[src/inc/spf_pkg.sv]
// package for the segment panel frame timing block: register map, field
// positions, reset values and divider constants.
// assumes one core clock and a 32-bit APB register bus.
package spf_pkg;

  // ****************************************
  // register offsets (byte addresses)
  // ****************************************
  localparam logic [11:0] OFF_CTRL = 12'h000;
  localparam logic [11:0] OFF_DISP = 12'h004;
  localparam logic [11:0] OFF_CLK = 12'h008;
  localparam logic [11:0] OFF_BACTRL = 12'h00C;
  localparam logic [11:0] OFF_STATUS = 12'h010;
  localparam logic [11:0] OFF_PAT_FIRST = 12'h014;
  localparam logic [11:0] OFF_PAT_SECOND = 12'h018;
  localparam logic [11:0] OFF_IF = 12'h01C;
  localparam logic [11:0] OFF_IFS = 12'h020;
  localparam logic [11:0] OFF_IFC = 12'h024;
  localparam logic [11:0] OFF_IEN = 12'h028;
  localparam logic [11:0] OFF_SEGD0 = 12'h040;
  localparam logic [11:0] OFF_SEGD3 = 12'h04C;

  // ****************************************
  // field positions
  // ****************************************
  localparam int CTRL_EN = 0;
  localparam int CTRL_UPD_LO = 1;
  localparam int CTRL_DIRECT = 23;
  localparam int DISP_LEVEL_LO = 0;
  localparam int DISP_MUX_LO = 8;
  localparam int DISP_REF = 16;
  localparam int DISP_SUPPLY = 17;
  localparam int CLK_PRESC_LO = 0;
  localparam int CLK_FRAME_DIVIDER_LO = 4;
  localparam int CLK_BOOSTDIV_LO = 8;
  localparam int CLK_BOOSTEN = 12;
  localparam int BA_BLINK = 0;
  localparam int BA_BLANK = 1;
  localparam int BA_FRAME_COUNTER_ENABLE = 2;
  localparam int BA_SHA_LO = 3;
  localparam int BA_SHB_LO = 5;
  localparam int BA_COMBINE = 7;
  localparam int BA_ANIM = 8;
  localparam int BA_PRESC_LO = 16;
  localparam int BA_TOP_LO = 18;
  localparam int ST_PHASE = 8;

  // ****************************************
  // reset values and encodings
  // ****************************************
  localparam logic [4:0] LEVEL_RESET = 5'h1F;
  localparam logic [1:0] UPD_SOON = 2'h0;
  localparam logic [1:0] UPD_EVENT = 2'h1;
  localparam logic [1:0] UPD_FRAME = 2'h2;
  localparam logic [1:0] SHIFT_LEFT = 2'h1;
  localparam logic [1:0] SHIFT_RIGHT = 2'h2;
  localparam logic [6:0] PRESC_BASE = 7'h10;

  // panel ticks per frame, less one, by multiplex mode
  function automatic logic [3:0] frame_last(input logic [2:0] mux);
    case (mux)
      3'h0: frame_last = 4'h1;
      3'h1: frame_last = 4'h3;
      3'h2: frame_last = 4'h5;
      3'h3: frame_last = 4'h7;
      3'h4: frame_last = 4'hB;
      default: frame_last = 4'hF;
    endcase
  endfunction

endpackage

[src/rtl/spf_frame_timing.sv]
// segment panel frame timing: frame rate chain, frame-aligned data
// transfer, frame counter, blink, blank and the animation machine.
// assumes an APB master on clk and a slow free-running panel clock that
// arrives as a pin and is oversampled here.
//
// Decided for this implementation: the register addresses and the APB interface to the registers.
`timescale 1ns/10ps
`default_nettype none

module spf_frame_timing #(
  parameter int ADDR_W = 12,
  parameter int SEG_W = 8
) (
  input wire logic clk,
  input wire logic rst_b,
  input wire logic [ADDR_W-1:0] paddr,
  input wire logic psel,
  input wire logic penable,
  input wire logic pwrite,
  input wire logic [31:0] pwdata,
  output logic [31:0] prdata,
  output logic pready,
  output logic pslverr,
  input wire logic lowFreqClock,
  output logic panelEnable,
  output logic [4:0] contrastLevel,
  output logic contrastRefGround,
  output logic panelSupplyBoost,
  output logic boosterEnable,
  output logic boostTick,
  output logic frame_boundary_update,
  output logic counterEvent,
  output logic directBias,
  output logic [4*SEG_W-1:0] segOut,
  output logic irq
);

  // ****************************************
  // registers
  // ****************************************
  logic [31:0] ctrlReg, dispReg, clkReg, baReg;
  logic [SEG_W-1:0] patFirst, patSecond;
  logic [SEG_W-1:0] segReg [4];
  logic irqFlag, irqEnable;
  logic [31:0] readData;
  logic decodeOk, wrEn, shadowWr, patWr;

  assign wrEn = psel && penable && pready && pwrite;
  assign patWr = wrEn && (paddr[11:0] == spf_pkg::OFF_PAT_FIRST ||
                          paddr[11:0] == spf_pkg::OFF_PAT_SECOND);
  // segment data, pattern and BACTRL writes go through the frame transfer
  assign shadowWr = wrEn && (patWr || paddr[11:0] == spf_pkg::OFF_BACTRL ||
    (paddr[11:0] >= spf_pkg::OFF_SEGD0 && paddr[11:0] <= spf_pkg::OFF_SEGD3));

  // live (waveform side) copies
  logic [SEG_W-1:0] segLive [4];
  logic [SEG_W-1:0] shiftFirst, shiftSecond;
  logic [31:0] baLive;
  logic pending, transfer, blinkPhase;
  logic [3:0] animStep;

  // ****************************************
  // APB slave: one wait-free access phase
  // ****************************************
  // read mux; unmapped addresses read zero and raise pslverr
  always_comb begin
    readData = 32'h0000_0000;
    decodeOk = 1'b1;
    unique case (paddr[11:0])
      spf_pkg::OFF_CTRL: readData = ctrlReg;
      spf_pkg::OFF_DISP: readData = dispReg;
      spf_pkg::OFF_CLK: readData = clkReg;
      spf_pkg::OFF_BACTRL: readData = baReg;
      spf_pkg::OFF_STATUS: begin
        readData[3:0] = animStep;
        readData[spf_pkg::ST_PHASE] = blinkPhase;
      end
      spf_pkg::OFF_PAT_FIRST: readData[SEG_W-1:0] = patFirst;
      spf_pkg::OFF_PAT_SECOND: readData[SEG_W-1:0] = patSecond;
      spf_pkg::OFF_IF: readData[0] = irqFlag;
      spf_pkg::OFF_IFS, spf_pkg::OFF_IFC: readData = 32'h0000_0000;
      spf_pkg::OFF_IEN: readData[0] = irqEnable;
      default: begin
        if (paddr[11:0] >= spf_pkg::OFF_SEGD0 &&
            paddr[11:0] <= spf_pkg::OFF_SEGD3 && paddr[1:0] == 2'h0) begin
          readData[SEG_W-1:0] = segReg[paddr[3:2]];
        end else begin
          decodeOk = 1'b0;
        end
      end
    endcase
  end

  // answer is prepared in the setup cycle so all bus outputs are flops
  always_ff @(posedge clk or negedge rst_b) begin
    if (!rst_b) begin
      pready <= 1'b0;
      pslverr <= 1'b0;
      prdata <= 32'h0000_0000;
    end else begin
      pready <= psel && !penable;
      pslverr <= psel && !penable && !decodeOk;
      prdata <= (psel && !penable && !pwrite) ? readData : 32'h0000_0000;
    end
  end

  // software registers
  always_ff @(posedge clk or negedge rst_b) begin
    if (!rst_b) begin
      ctrlReg <= 32'h0000_0000;
      dispReg <= {27'h0, spf_pkg::LEVEL_RESET};
      clkReg <= 32'h0000_0000;
      baReg <= 32'h0000_0000;
      patFirst <= '0;
      patSecond <= '0;
      irqEnable <= 1'b0;
      for (int i = 0; i < 4; i++) begin
        segReg[i] <= '0;
      end
    end else if (wrEn) begin
      unique case (paddr[11:0])
        spf_pkg::OFF_CTRL: ctrlReg <= pwdata;
        spf_pkg::OFF_DISP: dispReg <= pwdata;
        spf_pkg::OFF_CLK: clkReg <= pwdata;
        spf_pkg::OFF_BACTRL: baReg <= pwdata;
        spf_pkg::OFF_PAT_FIRST: patFirst <= pwdata[SEG_W-1:0];
        spf_pkg::OFF_PAT_SECOND: patSecond <= pwdata[SEG_W-1:0];
        spf_pkg::OFF_IEN: irqEnable <= pwdata[0];
        default: begin
          if (paddr[11:0] >= spf_pkg::OFF_SEGD0 &&
              paddr[11:0] <= spf_pkg::OFF_SEGD3 && paddr[1:0] == 2'h0) begin
            segReg[paddr[3:2]] <= pwdata[SEG_W-1:0];
          end
        end
      endcase
    end
  end

  // ****************************************
  // low clock sampling and rate chain
  // ****************************************
  logic lfS1, lfS2, lfS3, lfLevel, lfTick;
  logic [6:0] preCount, boostCount, preLast, boostMask;
  logic preTick, panelTick;
  logic [2:0] divCount;
  logic [3:0] frameCount;

  // three stages; a level counts once stages two and three agree
  always_ff @(posedge clk or negedge rst_b) begin
    if (!rst_b) begin
      lfS1 <= 1'b0;
      lfS2 <= 1'b0;
      lfS3 <= 1'b0;
      lfLevel <= 1'b0;
      lfTick <= 1'b0;
    end else begin
      lfS1 <= lowFreqClock;
      lfS2 <= lfS1;
      lfS3 <= lfS2;
      if (lfS2 == lfS3) begin
        lfLevel <= lfS3;
      end
      lfTick <= (lfS2 == lfS3) && lfS3 && !lfLevel;
    end
  end

  assign preLast = 7'((spf_pkg::PRESC_BASE <<
                   clkReg[spf_pkg::CLK_PRESC_LO +: 2]) - 7'h01);
  assign boostMask = 7'((8'h01 << clkReg[spf_pkg::CLK_BOOSTDIV_LO +: 3])
                   - 8'h01);

  // booster update pulse: one low clock in 2^n
  always_ff @(posedge clk or negedge rst_b) begin
    if (!rst_b) begin
      boostCount <= 7'h00;
      boostTick <= 1'b0;
    end else begin
      boostTick <= lfTick && ((boostCount & boostMask) == 7'h00);
      if (lfTick) begin
        boostCount <= boostCount + 7'h01;
      end
    end
  end

  // prescaler, frame divider and multiplex divider in one chain
  always_ff @(posedge clk or negedge rst_b) begin
    if (!rst_b) begin
      preCount <= 7'h00;
      preTick <= 1'b0;
      divCount <= 3'h0;
      panelTick <= 1'b0;
      frameCount <= 4'h0;
      frame_boundary_update <= 1'b0;
    end else begin
      preTick <= 1'b0;
      panelTick <= 1'b0;
      frame_boundary_update <= 1'b0;
      if (lfTick) begin
        // a narrower setting wraps at once instead of running to 127
        preCount <= (preCount >= preLast) ? 7'h00 : preCount + 7'h01;
        preTick <= preCount >= preLast;
      end
      if (preTick) begin
        divCount <= (divCount >= clkReg[spf_pkg::CLK_FRAME_DIVIDER_LO +: 3]) ?
                    3'h0 : divCount + 3'h1;
        panelTick <= divCount >= clkReg[spf_pkg::CLK_FRAME_DIVIDER_LO +: 3];
      end
      if (panelTick && ctrlReg[spf_pkg::CTRL_EN]) begin
        if (frameCount >= spf_pkg::frame_last(
            dispReg[spf_pkg::DISP_MUX_LO +: 3])) begin
          frameCount <= 4'h0;
          frame_boundary_update <= 1'b1;
        end else begin
          frameCount <= frameCount + 4'h1;
        end
      end
    end
  end

  // ****************************************
  // frame counter
  // ****************************************
  logic frame_counter_enable, fcEnPrev, counter_event_update;
  logic [2:0] fcPre;
  logic [5:0] fcCount;
  logic fcStep;

  assign frame_counter_enable = baReg[spf_pkg::BA_FRAME_COUNTER_ENABLE];
  // decrement on every 2^prescale-th frame start
  assign fcStep = frame_boundary_update &&
    ((fcPre & 3'((4'h1 << baReg[spf_pkg::BA_PRESC_LO +: 2]) - 4'h1)) ==
     3'h0);

  always_ff @(posedge clk or negedge rst_b) begin
    if (!rst_b) begin
      fcEnPrev <= 1'b0;
      fcPre <= 3'h0;
      fcCount <= 6'h00;
      counter_event_update <= 1'b0;
    end else begin
      fcEnPrev <= frame_counter_enable;
      counter_event_update <= 1'b0;
      if (frame_counter_enable && !fcEnPrev) begin
        fcCount <= baReg[spf_pkg::BA_TOP_LO +: 6];
        fcPre <= 3'h0;
      end else if (frame_counter_enable && frame_boundary_update) begin
        fcPre <= fcPre + 3'h1;
        if (fcStep) begin
          if (fcCount == 6'h00) begin
            fcCount <= baReg[spf_pkg::BA_TOP_LO +: 6];
            counter_event_update <= 1'b1;
          end else begin
            fcCount <= fcCount - 6'h01;
          end
        end
      end
    end
  end

  // ****************************************
  // frame-aligned transfer
  // ****************************************
  always_comb begin
    transfer = 1'b0;
    if (pending) begin
      unique case (ctrlReg[spf_pkg::CTRL_UPD_LO +: 2])
        spf_pkg::UPD_EVENT: transfer = counter_event_update;
        spf_pkg::UPD_FRAME: transfer = frame_boundary_update;
        default: transfer = 1'b1;
      endcase
      // a stopped panel has no frames to wait for
      if (!ctrlReg[spf_pkg::CTRL_EN]) begin
        transfer = 1'b1;
      end
    end
  end

  // a write in the transfer cycle keeps pending so it is not lost
  always_ff @(posedge clk or negedge rst_b) begin
    if (!rst_b) begin
      pending <= 1'b0;
    end else begin
      pending <= shadowWr || (pending && !transfer);
    end
  end

  // live copies; the animation registers reload with the rest
  always_ff @(posedge clk or negedge rst_b) begin
    if (!rst_b) begin
      baLive <= 32'h0000_0000;
      for (int i = 0; i < 4; i++) begin
        segLive[i] <= '0;
      end
    end else if (transfer) begin
      baLive <= baReg;
      for (int i = 0; i < 4; i++) begin
        segLive[i] <= segReg[i];
      end
    end
  end

  // ****************************************
  // blink and animation
  // ****************************************
  logic stepOdd;
  assign stepOdd = !animStep[0];

  function automatic logic [SEG_W-1:0] shift_pat(input logic [SEG_W-1:0] p,
                                                 input logic [1:0] mode);
    case (mode)
      spf_pkg::SHIFT_LEFT: shift_pat = {p[SEG_W-2:0], p[SEG_W-1]};
      spf_pkg::SHIFT_RIGHT: shift_pat = {p[0], p[SEG_W-1:1]};
      default: shift_pat = p; // no shift, and the reserved code
    endcase
  endfunction

  always_ff @(posedge clk or negedge rst_b) begin
    if (!rst_b) begin
      blinkPhase <= 1'b0;
    end else if (!baLive[spf_pkg::BA_BLINK] || !frame_counter_enable) begin
      blinkPhase <= 1'b0;
    end else if (counter_event_update) begin
      blinkPhase <= !blinkPhase;
    end
  end

  // the next state's parity picks which copy shifts
  always_ff @(posedge clk or negedge rst_b) begin
    if (!rst_b) begin
      animStep <= 4'h0;
      shiftFirst <= '0;
      shiftSecond <= '0;
    end else begin
      if (patWr) begin
        animStep <= 4'h0;
      end else if (counter_event_update && baLive[spf_pkg::BA_ANIM]) begin
        animStep <= animStep + 4'h1;
      end
      if (transfer) begin
        shiftFirst <= patFirst;
        shiftSecond <= patSecond;
      end else if (counter_event_update && baLive[spf_pkg::BA_ANIM] && !patWr) begin
        if (stepOdd) begin
          shiftFirst <= shift_pat(shiftFirst,
                                  baLive[spf_pkg::BA_SHA_LO +: 2]);
        end else begin
          shiftSecond <= shift_pat(shiftSecond,
                                   baLive[spf_pkg::BA_SHB_LO +: 2]);
        end
      end
    end
  end

  // ****************************************
  // outputs, flag and interrupt
  // ****************************************
  logic [SEG_W-1:0] animPat;
  assign animPat = !baLive[spf_pkg::BA_ANIM] ? '0 :
    baLive[spf_pkg::BA_COMBINE] ? (shiftFirst | shiftSecond) :
                                  (shiftFirst & shiftSecond);

  // outside direct mode data 0 carries the animation on common zero and blank and blink force off
  always_ff @(posedge clk or negedge rst_b) begin
    if (!rst_b) begin
      segOut <= '0;
    end else begin
      for (int i = 0; i < 4; i++) begin
        if (ctrlReg[spf_pkg::CTRL_DIRECT]) begin
          segOut[i*SEG_W +: SEG_W] <= segLive[i];
        end else if (baLive[spf_pkg::BA_BLANK] || blinkPhase) begin
          segOut[i*SEG_W +: SEG_W] <= '0;
        end else if (i == 0) begin
          segOut[i*SEG_W +: SEG_W] <= segLive[i] | animPat;
        end else begin
          segOut[i*SEG_W +: SEG_W] <= segLive[i];
        end
      end
    end
  end

  // set beats clear; the event pulse lasts one cycle so it sets once
  always_ff @(posedge clk or negedge rst_b) begin
    if (!rst_b) begin
      irqFlag <= 1'b0;
    end else if (counter_event_update ||
                 (wrEn && paddr[11:0] == spf_pkg::OFF_IFS && pwdata[0])) begin
      irqFlag <= 1'b1;
    end else if (wrEn && paddr[11:0] == spf_pkg::OFF_IFC && pwdata[0]) begin
      irqFlag <= 1'b0;
    end
  end

  // static controls and pulses, all registered
  always_ff @(posedge clk or negedge rst_b) begin
    if (!rst_b) begin
      irq <= 1'b0;
      counterEvent <= 1'b0;
      panelEnable <= 1'b0;
      contrastLevel <= spf_pkg::LEVEL_RESET;
      contrastRefGround <= 1'b0;
      panelSupplyBoost <= 1'b0;
      boosterEnable <= 1'b0;
      directBias <= 1'b0;
    end else begin
      irq <= irqFlag && irqEnable;
      counterEvent <= counter_event_update;
      panelEnable <= ctrlReg[spf_pkg::CTRL_EN];
      contrastLevel <= dispReg[spf_pkg::DISP_LEVEL_LO +: 5];
      contrastRefGround <= dispReg[spf_pkg::DISP_REF];
      panelSupplyBoost <= dispReg[spf_pkg::DISP_SUPPLY];
      boosterEnable <= clkReg[spf_pkg::CLK_BOOSTEN];
      directBias <= ctrlReg[spf_pkg::CTRL_DIRECT];
    end
  end
endmodule // spf_frame_timing

`default_nettype wire

[config.mk]
export PLATFORM = sky130hd
export DESIGN_NAME = spf_frame_timing
export DESIGN_NICKNAME = d
export VERILOG_FILES = /design/src/inc/spf_pkg.sv /design/src/rtl/spf_frame_timing.sv
export SDC_FILE = /design/constraint.sdc
export NUM_CORES = 1
export LEC_CHECK = 0
export BUFFER_PORTS_ARGS = -buffer_cell sky130_fd_sc_hd__buf_4
export CAP_MARGIN = 30
export CORE_MARGIN = 2
export CORE_UTILIZATION = 54
export CTS_CLUSTER_DIAMETER = 200
export CTS_CLUSTER_SIZE = 25
export DETAILED_ROUTE_END_ITERATION = 8
export PLACE_DENSITY_LB_ADDON = 0.15
export SLEW_MARGIN = 25
export SYNTH_ARGS = -nofsm -noshare
export SYNTH_HDL_FRONTEND = slang
export SYNTH_SLANG_ARGS = --single-unit
[constraint.sdc]
create_clock -name clk -period 2.1 [get_ports clk]
set_clock_uncertainty 0.15 [all_clocks]
set_input_delay 0.105 -clock clk [delete_from_list [all_inputs] [get_ports clk]]
set_output_delay 0.105 -clock clk [all_outputs]
set_load 0.01 [all_outputs]
Word level (Yosys, flattened, before mapping)

Cells that the tools add are included.

Register bits after elaboration: 360
Latch bits: 0
RAM bits: 0
Bits in read-only memories: 0
Output and inout port bits: 80
Logic and storage cells: 235
Memories kept: 0

Add/subtract/negate cells: 10
Multiply operators: 0
Divide/modulo/power cells: 0
Magnitude comparators: 7
Equality and inequality tests: 22
Shifts and indexed selects: 3
Mux-type cells: 61
Bitwise gates (word level): 7
Reductions and logical operators: 74

Operator list:

| cell                | count |
|---|---|
| $mux 8              | 20 |
| $pmux 23 s4         | 1 |
| $eq 12x5->1 const B | 4 |
| $eq 12x6->1 const B | 3 |
| $bwmux 32           | 1 |
| $mux 32             | 1 |
| $pmux 8 s2          | 2 |
| $pmux 4 s7          | 1 |
| $logic_and 1x1->1   | 26 |
| $eq 12x4->1 const B | 2 |
| $mux 6              | 4 |
| $pmux 3 s8          | 1 |
| $pmux 4 s5          | 1 |
| $bmux 8 s2          | 1 |
| $demux 8 s2         | 1 |
| $mux 1              | 16 |
| $mux 4              | 4 |
| $or 8x8->8          | 2 |
| $reduce_and 2->1    | 8 |
| $add 7x1->7 const B | 2 |
| $reduce_bool 2->1   | 7 |
| $sub 7x1->7 const B | 2 |
| $eq 12x3->1 const B | 1 |
| $ge 12x7->1 const B | 1 |
| other kinds (44)    | 72 |

Longest topological paths before layout

Depth after elaboration: 8
Depth in mapped cells: 9
Mapped depth without buffers: 7

Worst setup path before layout

Ideal clock, no wire load.

Path kind: register to register
Start point: register pready
End point: register dispReg[10]
Library setup time: 125 ps
Arrival: 1717 ps
Data required time: 1825 ps
Slack: 108 ps
Cell stages (with the launch flop): 8
Buffers on the path: 2
Clock period less this slack: 1992 ps
Cell sequence: dfrtp_1 and4_1 and3_1 buf_6 nand2_8 nor2_8 buf_12 mux2_4

Word-level cells in the longest chain between the ends: 3

Ends and longest elaborated chain:

| element                        | RTL line                | text |
|---|---|---|
| start, declared                | spf_frame_timing.sv:22  | `output logic pready,` |
| start signal, assigned         | spf_frame_timing.sv:101 | `pready <= psel && !penable;` |
| $logic_and 1x1->1 (2 in a row) | spf_frame_timing.sv:48  | `assign wrEn = psel && penable && pready && pwrite;` |
| $reduce_and 2->1 (no line)     | --                      |  |
| end signal, assigned           | spf_frame_timing.sv:111 | `dispReg <= {27'h0, spf_pkg::LEVEL_RESET};` |
| end signal, assigned           | spf_frame_timing.sv:123 | `spf_pkg::OFF_DISP: dispReg <= pwdata;` |
| end, declared                  | spf_frame_timing.sv:41  | `logic [31:0] ctrlReg, dispReg, clkReg, baReg;` |

Every way passes these cells.
A chain may end at the register's enable or synchronous reset.

Worst setup path in the final report

Start point: register ctrlReg[1]
End point: register segLive[0] in the netlist's numbering

Word-level cells in the longest chain between the ends: 4
Elaborated cells between the ends (all ways): 5

Ends and longest elaborated chain:

| element                                  | RTL line                | text |
|---|---|---|
| start, declared                          | spf_frame_timing.sv:41  |  |
| start signal, assigned                   | spf_frame_timing.sv:122 | `spf_pkg::OFF_CTRL: ctrlReg <= pwdata;` |
| $eq 2x2->1 or $eq 2x1->1 (tied branches) | spf_frame_timing.sv:266 | `unique case (ctrlReg[spf_pkg::CTRL_UPD_LO +: 2])` |
| $pmux 1 s2 *                             | spf_frame_timing.sv:266 |  |
| $mux 1 *                                 | spf_frame_timing.sv:272 | `if (!ctrlReg[spf_pkg::CTRL_EN]) begin` |
| $mux 1 *                                 | spf_frame_timing.sv:265 | `if (pending) begin` |
| end signal, assigned by index            | spf_frame_timing.sv:297 | `segLive[i] <= segReg[i];` |
| end, declared                            | spf_frame_timing.sv:56  | `logic [SEG_W-1:0] segLive [4];` |

Every way passes the cells marked *; elsewhere a longest branch is shown, timed or not.

==> impl_metrics.py <==
metrics = {
    "clock_network": {
        "clk_path_buf_depth": 3,
        "cts_sinks": 359,
        "cts_root_buffer": "clkbuf_16",
        "clkSlewWorstSetupHoldPaths_ns": 0.10,
        "cts_buffers": 18,
        "post_cts_buffers": 0,
        "h-tree-depth": 1,
        "insertion_delay_ns": 0.54,
        "cts_tree": "yes",
    },
    "die": {
        "die_y_um": 177.6,
        "initial_core_util": 0.5493,
        "dieArea_sq_um": 31560,
        "num_rows": 63,
        "die_width_um": 177.6,
        "coreArea_sq_um": 29640,
        "pin_count": 130,
    },
    "setup_path": {
        "worstReg2RegStart": "ctrlReg[1]$_DFFE_PN0P_",
        "critPathKind": "flop to flop",
        "cp-startpoint": "ctrlReg[1]$_DFFE_PN0P_",
        "crit_chain": "inv_1 -> ha_1 -> nand4b_1 -> and2_4 -> buf_12 -> mux2_2",
        "critPathBufInv": 2,
        "worstPathArrival_ns": 2.31,
        "r2r_setup_slack_ns": 0.07,
        "cpPeakStageDelay_ns": 0.43,
        "endpoint_kind": "flop",
        "crit_end": "segLive[0]$_DFFE_PN0P_",
        "ff2ff_path_depth": 6,
        "path_depth": 6,
        "startpoint_type": "flop",
        "cpLargestDelayFamily": "simple AND/OR/NAND/NOR gates",
        "slowest_stage": "dfrtp_1",
        "r2r-end": "segLive[0]$_DFFE_PN0P_",
        "cp_max_fo": 18,
        "critPathRequiredTime_ns": 2.37,
    },
    "drt": {
        "met3WireLength_um": 1407,
        "vias": 9937,
        "wl_met2_um": 17260,
        "drt-wirelength-per-cell_um": 21.20,
        "drc": 0,
        "wirelength_um": 37070,
        "wl_met1_um": 17750,
        "viasPerCell": 5.682,
        "top_layer": "met4",
        "firstDrtPassIters": 5,
        "drt_first_iter_violations": 689,
        "ant_nets": 0,
    },
    "timing": {
        "fin_crit_ns": 2.034,
        "fin_setup_tns_ns": 0,
        "hold_viol_final": 0,
        "min_period_over_period": 0.9686,
        "slew_headroom": 0.5891,
        "rsz0062_at_grt": "false",
        "setup_viol": 0,
        "tightest_slew_ns": 0.6163,
        "clock.fmax_mhz": 491.6,
        "slew_violations": 0,
    },
    "placement": {
        "dpl.hpwl_um": 25600,
        "place.gp.congestion": 0.9169,
        "port_buffers": 129,
    },
    "synthesis": {
        "synth.avg_cell_area_sq_um": 14.16,
        "synth_most_common_cell": "dfrtp_1",
        "synth_area_leader_cell": "dfrtp_1",
        "ys_seq_area_frac": 0.5525,
        "synth_cell_types": 68,
        "synth_common_cells": "dfrtp_1, mux2_2, mux2_4",
        "synth-seq-cells": 359,
        "yosysWarnings": 0,
        "netlist_instances": 1150,
        "synth_area_leaders": "dfrtp_1, mux2_2, mux2_4",
        "synthFlopType": "dfrtp_1",
        "synthArstFlopShare": 1.000,
        "syn-num-nets": 1220,
        "synth_edf_count": 0,
        "synth_top_area_frac": 0.5364,
        "syn_area_sq_um": 16280,
    },
    "layout": {
        "area_growth_pct": 17.26,
        "final_util": 0.6442,
        "diodes": 0,
        "drive_above_1_share": 0.3841,
        "fillers": 2267,
        "nets": 1418,
    },
    "status": {
        "outcome": "complete, no violations",
    },
    "global_route": {
        "track_usage": 0.2412,
        "grt_pass1_vias": 10300,
        "grt_pass1_wl_um": 58930,
        "antenna_found_initial": 0,
        "overflow": 0,
        "grt_start_max_net_pins": 63,
    },
    "pwr": {
        "p_per_area_nw_per_um2": 622.9,
        "p_leak_nw": 9.306,
        "ir_drop_uv": 689.2,
    },
    "job": {
        "drv_cap": 0,
    },
    "min_path": {
        "hp-class": "input pin to flop",
    },
}
-- cells by family after synthesis --
| family | share of synthesized area |
|---|---|
| XOR/XNOR | 0.006993 |
| adder cells (fa/ha/maj) | 0.02029 |
| flip-flops | 0.5525 |
| buffers and inverters | 0.03204 |
| multiplexers | 0.2492 |
| AO/OA/AOI/OAI | 0.05379 |
| AND/OR/NAND/NOR | 0.08515 |
-- sequential cells by signal (all words and copies together), names as in the netlist, 32 cells and up --
name	cells
dispReg	32
segOut	32
clkReg	32
baReg	32
segReg	32
prdata	32
ctrlReg	32
segLive	32
-- placed cells by master, fill, tap and decap left out, types with 19 or more instances in the layout --
cell and instances:
and2_1 27, mux2_2 135, a21oi_1 32, dfrtp_1 348, nand2_1 55, inv_1 24
ha_1 19, mux2_4 100, mux4_2 34, o21ai_0 36, dlygate4sd3_1 45, nor2_1 41
mux2i_1 27, buf_12 23, clkbuf_16 19, buf_4 171, and3_1 27
-- worst min path at each step --
| stage | to | cells after the start | start |
|---|---|---|---|
| floorplan | animStep[0]$_DFFE_PN0P_ | 0 | rst_b |
| global placement | ctrlReg[26]$_DFFE_PN0P_ | 1 | rst_b |
| detailed placement | ctrlReg[26]$_DFFE_PN0P_ | 1 | rst_b |
| CTS | animStep[0]$_DFFE_PN0P_ | 6 | paddr[10] |
| global route | lfS1$_DFF_PN0_ | 2 | lowFreqClock |
| finish | prdata[0]$_DFF_PN0_ | 4 | penable |
-- power breakdown --
part           internal (mW)  switching, mW  total (mW)
Clock                   1.73           2.21        3.94
Sequential              7.00          0.130        7.13
Combinational          0.359          0.461       0.820
-- metrics by stage --
step	hold WS, ns	power (mW)	instances	instance area, sq um	worst slack, ns
floorplan	-0.3406	7.575	1150	16280	0.1079
global placement	-0.04751	7.996	1672	18080	-0.03491
detailed placement	-0.05323	8.009	1672	18080	-0.07996
CTS	0.05833	11.98	1749	19080	0.01028
global route	0.06112	12.34	1749	19090	0.003971
finish	0.08113	11.89	1749	19090	0.06599
-- layer usage --
| metal | vias to the layer above | global-route usage |
|---|---|---|
| li1 | 4523 | - |
| met1 | 5162 | 0.3679 |
| met2 | 206 | 0.3756 |
| met3 | 46 | 0.02742 |
| met4 | 0 | 0.05089 |
| met5 | - | 0 |
-- area by class of cell --
cell class	count	area [sq um]	area share
clock buffer	30	516.7	0.02707
clock inverter	1	16.27	0.0008520
inverter	24	90.09	0.004719
multi-input combinational	705	6774	0.3548
sequential	359	8997	0.4713
tap	390	488.0	0.02556
timing repair buffer	240	2210	0.1157
-- timing repair --
action                     CTS  global route
hold endpoints to repair   559             0
setup endpoints to repair   33            61
hold buffers                46             0
gates resized for setup      1             4
pin swaps                    0             0
gates cloned                 0             0
-- tightest hold or removal path: stages --
cell and delay (ns):
buf_4 0.10, nand2b_1 0.11, or3_1 0.29, a311oi_1 0.11
(Power assumes the default switching activity.)
